$ cat config.mk
export PLATFORM = sky130hd
export DESIGN_NAME = serial_break_idle_generator
export DESIGN_NICKNAME = d
export VERILOG_FILES = /design/src/verilog/brk_idle_pkg.sv /design/src/verilog/baud_tick_if.sv /design/src/verilog/baud_tick_gen.sv /design/src/verilog/serial_break_idle_generator.sv
export VERILOG_INCLUDE_DIRS = /design/src /design/src/verilog
export SDC_FILE = /design/constraint.sdc
export NUM_CORES = 1
export LEC_CHECK = 0
export ABC_AREA = 1
export CORE_MARGIN = 2
export CORE_UTILIZATION = 55
export CTS_CLUSTER_SIZE = 8
export DETAILED_ROUTE_END_ITERATION = 8
export DONT_BUFFER_PORTS = 1
export HOLD_SLACK_MARGIN = 0.12
export PLACE_DENSITY = 0.71
export SLEW_MARGIN = 20
export SYNTH_ARGS = -nofsm -noshare
export SYNTH_HDL_FRONTEND = slang
export SYNTH_SLANG_ARGS = --single-unit
$ cat constraint.sdc
create_clock -name clk_sys -period 5.8 [get_ports clk_sys]
set_input_delay 0 -clock clk_sys [delete_from_list [all_inputs] [get_ports clk_sys]]
set_output_delay 0 -clock clk_sys [all_outputs]
set_load 0.02 [all_outputs]
$ cat src/verilog/brk_idle_defines.svh
`ifndef BRK_IDLE_DEFINES_SVH
`define BRK_IDLE_DEFINES_SVH

// frame length in bit times: start + data + stop
`define FRAME_BITS_SHORT 4'd10
`define FRAME_BITS_LONG 4'd11
// default baud divider: 50 MHz / 19200 baud, rounded down
`define BAUD_DIV_DEFAULT 16'd2604
`define LINE_MARK 1'b1
`define LINE_SPACE 1'b0

`endif

$ cat src/verilog/brk_idle_pkg.sv
package brk_idle_pkg;
	typedef enum logic [1:0] {
		TX_OFF,
		TX_READY,
		TX_IDLE,
		TX_BREAK
	} txState_e;
endpackage

$ cat src/verilog/baud_tick_if.sv
`timescale 1ns/1ps
interface baud_tick_if;
	logic restart;
	logic tick;
	modport src (input restart, output tick);
	modport dst (output restart, input tick);
endinterface

$ cat src/verilog/baud_tick_gen.sv
`timescale 1ns/1ps
`include "brk_idle_defines.svh"
module baud_tick_gen #(
	parameter int DIV_W = 16
) (
	input wire logic clk_sys, // system clock
	input wire logic resetn, // async reset, active low
	input wire logic [DIV_W-1:0] baudDiv, // clocks per bit time
	baud_tick_if.src bt // restart in, tick out
);
	logic [DIV_W-1:0] cnt_q;
	logic [DIV_W-1:0] cnt_d;
	logic tick_q;
	logic tick_d;

	always_comb
	begin
		tick_d = 1'b0;
		cnt_d = cnt_q + {{(DIV_W-1){1'b0}}, 1'b1};
		if (bt.restart)
		begin
			cnt_d = '0;
		end
		else if (cnt_q + {{(DIV_W-1){1'b0}}, 1'b1} >= baudDiv)
		begin
			cnt_d = '0;
			tick_d = 1'b1;
		end
	end

	always_ff @(posedge clk_sys or negedge resetn)
	begin
		if (!resetn)
		begin
			cnt_q <= '0;
			tick_q <= 1'b0;
		end
		else
		begin
			cnt_q <= cnt_d;
			tick_q <= tick_d;
		end
	end

	assign bt.tick = tick_q;
endmodule // baud_tick_gen

$ cat src/verilog/serial_break_idle_generator.sv
// Overview of operation
// - set then clear break bit sends one break
// - break lasts 10 or 11 bits, never doubled
// - breaks repeat while break bit stays set
// - enable clear then set queues an idle line
// - idle directly before break keeps break exact
`timescale 1ns/1ps
`include "brk_idle_defines.svh"
module serial_break_idle_generator #(
	parameter int DIV_W = 16
) (
	input wire logic clk_sys, // system clock, 50 MHz
	input wire logic resetn, // async reset, active low
	input wire logic breakSendBit, // break request level
	input wire logic transmitterEnableBit, // transmitter enable level
	input wire logic wordLengthSel, // 0: 10-bit frame, 1: 11-bit frame
	input wire logic [DIV_W-1:0] baudDiv, // clocks per bit time
	output logic txLine, // transmit pin, idle high
	output logic breakActive, // a break frame is on the line
	output logic idleActive // an idle frame is on the line
);
	baud_tick_if bt();
	baud_tick_gen #(.DIV_W(DIV_W)) u_baud (
		.clk_sys(clk_sys),
		.resetn(resetn),
		.baudDiv(baudDiv),
		.bt(bt)
	);

	brk_idle_pkg::txState_e state_q;
	brk_idle_pkg::txState_e state_d;
	logic [3:0] bitCnt_q;
	logic [3:0] bitCnt_d;
	logic [3:0] frameLen_q;
	logic [3:0] frameLen_d;
	logic brkPend_q;
	logic brkPend_d;
	logic idlePend_q;
	logic idlePend_d;
	logic enPrev_q;
	logic brkPrev_q;
	logic txLine_d;
	logic restart;

	function automatic logic [3:0] frameLen(input logic longWord);
		frameLen = longWord ? `FRAME_BITS_LONG : `FRAME_BITS_SHORT;
	endfunction

	// bit counter restarts with each frame so no partial bit doubles it
	assign bt.restart = restart;

	always_comb
	begin
		state_d = state_q;
		bitCnt_d = bitCnt_q;
		frameLen_d = frameLen_q;
		brkPend_d = brkPend_q;
		idlePend_d = idlePend_q;
		restart = 1'b0;
		// a rising break bit is latched so a short pulse still counts
		if (breakSendBit && !brkPrev_q)
			brkPend_d = 1'b1;
		if (transmitterEnableBit && !enPrev_q)
			idlePend_d = 1'b1;
		case (state_q)
			brk_idle_pkg::TX_OFF:
			begin
				if (transmitterEnableBit)
					state_d = brk_idle_pkg::TX_READY;
			end
			brk_idle_pkg::TX_READY:
			begin
				restart = 1'b1;
				bitCnt_d = '0;
				frameLen_d = frameLen(wordLengthSel);
				if (!transmitterEnableBit)
					state_d = brk_idle_pkg::TX_OFF;
				else if (idlePend_q)
				begin
					// idle goes out first, break follows without gap
					idlePend_d = 1'b0;
					state_d = brk_idle_pkg::TX_IDLE;
				end
				else if (brkPend_q || breakSendBit)
				begin
					brkPend_d = 1'b0;
					state_d = brk_idle_pkg::TX_BREAK;
				end
			end
			default:
			begin
				if (bt.tick)
				begin
					bitCnt_d = bitCnt_q + 4'd1;
					// frameLen bit times plus one clock for the registered tick, then back to decide
					if (bitCnt_q + 4'd1 == frameLen_q)
						state_d = brk_idle_pkg::TX_READY;
				end
			end
		endcase
		if (!resetn)
			state_d = brk_idle_pkg::TX_OFF;
	end

	always_comb
	begin
		txLine_d = `LINE_MARK;
		if (state_d == brk_idle_pkg::TX_BREAK)
			txLine_d = `LINE_SPACE;
	end

	always_ff @(posedge clk_sys or negedge resetn)
	begin
		if (!resetn)
		begin
			state_q <= brk_idle_pkg::TX_OFF;
			bitCnt_q <= '0;
			frameLen_q <= `FRAME_BITS_SHORT;
			brkPend_q <= 1'b0;
			idlePend_q <= 1'b0;
			enPrev_q <= 1'b0;
			brkPrev_q <= 1'b0;
			txLine <= `LINE_MARK;
			breakActive <= 1'b0;
			idleActive <= 1'b0;
		end
		else
		begin
			state_q <= state_d;
			bitCnt_q <= bitCnt_d;
			frameLen_q <= frameLen_d;
			brkPend_q <= brkPend_d;
			idlePend_q <= idlePend_d;
			enPrev_q <= transmitterEnableBit;
			brkPrev_q <= breakSendBit;
			txLine <= txLine_d;
			breakActive <= (state_d == brk_idle_pkg::TX_BREAK);
			idleActive <= (state_d == brk_idle_pkg::TX_IDLE);
		end
	end

	// count low cycles of a break to bound its length
	logic [31:0] lowRun;
	always_ff @(posedge clk_sys or negedge resetn)
	begin
		if (!resetn)
			lowRun <= '0;
		else if (state_q == brk_idle_pkg::TX_BREAK)
			lowRun <= lowRun + 32'd1;
		else
			lowRun <= '0;
	end
endmodule // serial_break_idle_generator

# ---- Word-level counts from Yosys, hierarchy flattened
# Cells that the tools add are included.
dict set report classes {
  n_mux 26
  bitwise_logic 1
  reduce_logical 8
  eq_ne 4
  n_lt_le_gt_ge 1
  addsub 2
}
# op count
set ops {}
lappend ops {{two-way mux 16 bit} 2}
lappend ops {{adder 16 x 1 -> 16 bit, second input constant} 1}
lappend ops {{>= comparator 16 bit} 1}
lappend ops {{two-way mux 1 bit} 14}
lappend ops {{two-way mux 2 bit} 7}
lappend ops {{one-hot mux 4 bit (2 select lines)} 1}
lappend ops {{adder 4 x 1 -> 4 bit, second input constant} 1}
lappend ops {{equality test 2 bit, second input constant} 2}
lappend ops {{equality test 4 bit} 1}
lappend ops {{two-way mux 4 bit} 1}
lappend ops {{one-hot mux 2 bit (2 select lines)} 1}
lappend ops {{equality test 2 x 1 -> 1 bit, second input constant} 1}
lappend ops {{logical AND 1 bit} 2}
lappend ops {{zero test 1 bit} 2}
lappend ops {{zero test 2 bit} 1}
lappend ops {{AND reduction 2 bit} 1}
lappend ops {{nonzero test 2 bit} 1}
lappend ops {{logical OR 1 bit} 1}
lappend ops {{inverter 1 bit} 1}
dict set report word_totals {
  inputBits 21
  wordCells 54
  regBits 34
  output_inout_bits 3
}

# ---- Longest topological paths before layout
dict set report logic_depth {
  depth_word 8
  mapped_depth 16
  ltp_nobuf 16
}

# ---- By module
# From an unflattened synthesis, not the netlist that was laid out.
dict set report hier_totals {
  cells_unflattened 268
  area_unflattened_um2 2077.0
}
# module instances cells_per_inst area_per_inst_um2
set modules_own_cells {}
lappend modules_own_cells {baud_tick_gen 1 190 1391.3}
lappend modules_own_cells {serial_break_idle_generator 1 78 685.7}

# ---- Worst setup path before layout
# OpenSTA, ideal clock, no wires.
dict set report synth_timing {
  path_kind {register to register}
  from {reg u_baud.cnt_q[0]}
  to {reg u_baud.cnt_q[10]}
  slack_ps 3574
  arrival_ps 2155
  synth_period_minus_slack_ps 2226
  n_path_buf 1
  path_stages_with_launch 13
  required_time_ps 5729
  path_cell_list {dfrtp_1 -> ha_1 -> nor3b_4 -> nand4_1 -> and2_1 -> ha_1 -> nand2_1 -> o21bai_1 -> nand2_1 -> a21oi_2 -> nand3_2 -> buf_4 -> nor2_1}
}
dict set report synth_via {
  elab_chain_len 4
}
# element line_no
set synth_rtl {}
lappend synth_rtl {{start, declared} baud_tick_gen.sv:11} ;# logic [DIV_W-1:0] cnt_q;
lappend synth_rtl {{start signal, assigned} baud_tick_gen.sv:40} ;# cnt_q <= cnt_d;
lappend synth_rtl {{adder 16 x 1 -> 16 bit *} {baud_tick_gen.sv:19, baud_tick_gen.sv:24}}
lappend synth_rtl {{>= comparator 16 bit} baud_tick_gen.sv:24} ;# else if (cnt_q + {{(DIV_W-1){1'b0}}, 1'b1} >= baudDiv)
lappend synth_rtl {{two-way mux 16 bit *} baud_tick_gen.sv:24}
lappend synth_rtl {{two-way mux 16 bit *} baud_tick_gen.sv:20} ;# if (bt.restart)
lappend synth_rtl {{via u_baud.cnt_d[10]} baud_tick_gen.sv:12} ;# logic [DIV_W-1:0] cnt_d;
# The timed path passes the listed nets; every way through them passes the cells marked *.
# A chain may end at the register's enable or synchronous reset.

# ---- Worst setup path after layout
dict set report layout_timing {
  from {reg u_baud.cnt_q[0]}
  to {reg u_baud.tick_q (netlist: u_baud.bt.tick)}
}
dict set report layout_via {
  elab_chain_len 4
}
# element line_no
set layout_rtl {}
lappend layout_rtl {{adder 16 x 1 -> 16 bit} baud_tick_gen.sv:24}
lappend layout_rtl {{>= comparator 16 bit} baud_tick_gen.sv:24}
lappend layout_rtl {{two-way mux 1 bit} baud_tick_gen.sv:24}
lappend layout_rtl {{two-way mux 1 bit} baud_tick_gen.sv:20}
lappend layout_rtl {{via u_baud.tick_d} baud_tick_gen.sv:14} ;# logic tick_d;
lappend layout_rtl {{end signal, assigned} baud_tick_gen.sv:41} ;# tick_q <= tick_d;
lappend layout_rtl {{end, declared} baud_tick_gen.sv:13} ;# logic tick_q;
# The timed path passes the listed nets, and every way through them passes these cells.

==> run summary <==
Run status = finished clean
Chip Height = 65.0 um
Number of enable-type register cells in the synthesized netlist = 0
Yosys warns = 0
Count of fill cells added during filler insertion = 350
Initial standard-cell utilization of the core = 0.564
Switching Power = 175 uW
Cell area reported after detailed placement = 0.00209 mm2
Cell row count = 22
Critical path start-end classification = reg2reg
Length in cells of the worst reg-to-reg path = 12
Sequential share of power = 0.412
Root Driver = sky130_fd_sc_hd__clkbuf_8
Cell area power density = 277 mW/mm2
Final count of hold timing violations = 0
Register clock-pin slew on the reported worst setup and hold paths = 60 ps
Period Utilization, post-route = 0.443
Number of clock sinks = 31
Area used by multi-input combinational logic = 0.00106 mm2
Total number of vias = 1646
Crit path to = u_baud.bt.tick
Worst R2R Start = u_baud.cnt_q[0]
Final number of setup-violating endpoints = 0
Required time at the endpoint of the critical path = 5980 ps
Number of buffers inserted during clock tree synthesis = 5
Share of layout cells above drive strength 1 = 0.0777
Area Growth Syn to Fin = 11.5%
Most area-consuming cells after synthesis = sky130_fd_sc_hd__dfrtp_1 37%, sky130_fd_sc_hd__nand2_1 12%, sky130_fd_sc_hd__ha_1 11%
Number of logic stages on the critical path including buffering = 12
Area of all placed cells without fillers = 0.00228 mm2
Post-CTS Setup Repair Bufs = 0
Grt ovf = 0
Family with the most delay on the worst path = simple AND/OR/NAND/NOR gates
Number of DRC violations after detailed-routing iteration 0 = 54
Total nets after synthesis = 312
Combined area of all synthesized cells = 0.00205 mm2
Clock insertion delay at the later pin of the skew report = 280 ps
Antenna violations before repair = 0
Antenna Violating Nets Remaining = 0
Synth Area per Inst = 7.50 um2
Synth Register Bits = 31
Core footprint = 0.00363 mm2
Post-layout total power = 634 uW
Placement-stage worst setup slack = 3220 ps
Setup repair after global routing missed its margin = no
Leak Pwr = 1.30 nW
Largest net degree at the start of global routing = 34
Portion of total power attributed to combinational logic = 0.193
Library cells used by synthesis = 31
Most prevalent standard cell on the critical path = sky130_fd_sc_hd__nand2_1
Drt drc = 0
Reg area = 777 um2
Peak supply drop = 0.189 mV
Internal power = 459 uW
Number of cells produced by synthesis = 273
Most numerous cell in the Yosys netlist = sky130_fd_sc_hd__nand2_1
Final setup margin = 3230 ps
Ports = 24
Routed len/inst = 11.6 um
Max frequency = 389 MHz
Deepest level of the CTS H-tree = 2
Crit path launch type = flip-flop
Critical-path maximum fanout = 17
Final Slew Violations = 0
Min Tclk post-route = 2570 ps
Transition at the pin with the smallest max-transition slack = 480 ps
First-pass GRT wire length = 6.51 mm
Vias in the first global route = 1602
Launch point of the critical path = u_baud.cnt_q[0]
Slowest stage cell, crit path = sky130_fd_sc_hd__dfrtp_1
Sw frac = 0.276
Aggregate negative setup slack = 0 ps
Cell type with the highest aggregate area in the netlist = sky130_fd_sc_hd__dfrtp_1
Number of max-capacitance violations reported = 0
Top cell type's share of synthesized area = 0.367
Part of the total power dissipated in the clock network = 0.396
Met3 layer wire length in the routed design = 80 um
Endpoint of the lowest-slack register-to-register path = u_baud.bt.tick
Reg-to-reg slack, setup = 3230 ps
Sequential area share after synthesis = 0.379
Overall routing resource usage = 0.202
Number of iterations in the first detailed-routing pass = 4
Port Buf Inserts = 0
Slew margin rel. = 0.679
Hold/Removal Path Class = in2reg
Slowest Stage Delay on Critical Path = 460 ps
# nets final = 321
Number of gates resized after CTS = 0
Gp weighted congestion = 0.821
Total Die Area = 0.00423 mm2
Die X-Extent = 65.0 um
Met1 WL = 1.85 mm
Via-to-Cell Ratio = 4.97
Met2 Routed Length = 1.85 mm
Worst EP arrival = 2750 ps
Final wirelength = 3.83 mm
Top_reg_cell synth = sky130_fd_sc_hd__dfrtp_1
TritonCTS clock tree = yes
Placed wire-length estimate after detailed placement = 2.86 mm
Ordered cell list for the critical path = ha_1 -> nor3b_4 -> nand4_1 -> and2_1 -> ha_1 -> nand2_1 -> o21bai_1 -> nand2_1 -> a21oi_2 -> nand3_2 -> nand2_1 -> inv_1
Crit path buf inv count = 1
CTS max path bufs = 2
Commonest cells in the synthesized netlist = 66 x sky130_fd_sc_hd__nand2_1, 51 x sky130_fd_sc_hd__inv_1, 31 x sky130_fd_sc_hd__nor2_1
Final antenna diode count = 0
Share of synthesized flip-flops with an asynchronous set or reset = 1.00
Highest metal used = met4
Final Instance Count excl. Fillers = 331
CP Capture Type = flip-flop
Setup Skew = 3.91 ps
Dpl cells = 318
==> timing repair <==
item                                    4_1_cts  5_1_grt
endpoints found under the setup margin        0        0
endpoints found under the hold margin        41        0
hold buffers                                  5        0
==> cell type report <==
cell class / instances / share of cell area
clock buffer: 6 / 0.0318
inverter: 51 / 0.0838
multi-input combinational: 188 / 0.465
timing repair buffer: 5 / 0.0263
clock inverter: 2 / 0.0263
tap: 48 / 0.0263
sequential: 31 / 0.340
==> metrics by stage <==
step / hold slack (ps) / util
detailed placement: -295 / 0.576
CTS: 159 / 0.629
global placement: -295 / 0.576
floorplan: -296 / -
finish: 158 / 0.629
global route: 191 / 0.629
==> power groups by stage <==
stage / Combinational, mW / Sequential, mW / Clock, mW
2_1_floorplan: 0.0936 / 0.260 / 0
3_3_place_gp: 0.111 / 0.264 / 0
3_5_place_dp: 0.114 / 0.264 / 0
4_1_cts: 0.123 / 0.261 / 0.257
5_1_grt: 0.145 / 0.265 / 0.263
6_report: 0.122 / 0.261 / 0.251
==> cells in the final DEF (no fill, tap or decap), drive strengths merged, types with 3 or more instances in the layout <==
cell,count
nor2,34
clkbuf,6
nand4,6
inv,51
nor3,7
a21oi,8
dlygate4sd3,4
and2,3
ha,18
o21ai,6
xor2,8
nand2,70
nand3,19
dfrtp,30
==> how the worst min path moves through the flow <==
stage                 startpoint  cells past startpoint                to  slack, ps
floorplan                 resetn                      0       bitCnt_q[0]       -300
global placement          resetn                      0  u_baud.cnt_q[10]       -290
detailed placement        resetn                      0         brkPrev_q       -290
CTS                       resetn                      2          enPrev_q        160
global route              resetn                      2          enPrev_q        190
finish              breakSendBit                      6        state_q[1]        160
==> state kept, by name, summed over array words and instances (netlist names) <==
register and flops:
bitCnt_q 4, breakActive 1, brkPend_q 1, brkPrev_q 1
enPrev_q 1, frameLen_q 1, idleActive 1, idlePend_q 1
state_q 2, txLine 1, u_baud.bt.tick 1, u_baud.cnt_q 16
==> cells by family after synthesis <==
logic type,Yosys count,share of synthesized area
XOR/XNOR,9,0.0385
buffers and inverters,54,0.101
AO/OA/AOI/OAI,21,0.0611
flip-flops,31,0.379
adder cells (fa/ha/maj),18,0.110
AND/OR/NAND/NOR,140,0.310
==> worst min-delay path, cell delays in order <==
cell,delay [ps]
sky130_fd_sc_hd__nor2_1,30
sky130_fd_sc_hd__nand2_1,50
sky130_fd_sc_hd__nand2_1,50
sky130_fd_sc_hd__a21boi_1,110
sky130_fd_sc_hd__o21ai_1,110
sky130_fd_sc_hd__inv_1,60
==> layer usage <==
metal / vias up / track usage
met2: 16 / 0.345
met5: - / 0
met3: 7 / 0.0417
li1: 869 / -
met4: 0 / 0.0833
met1: 754 / 0.247
No activity file was read; power rests on OpenSTA's default activity.
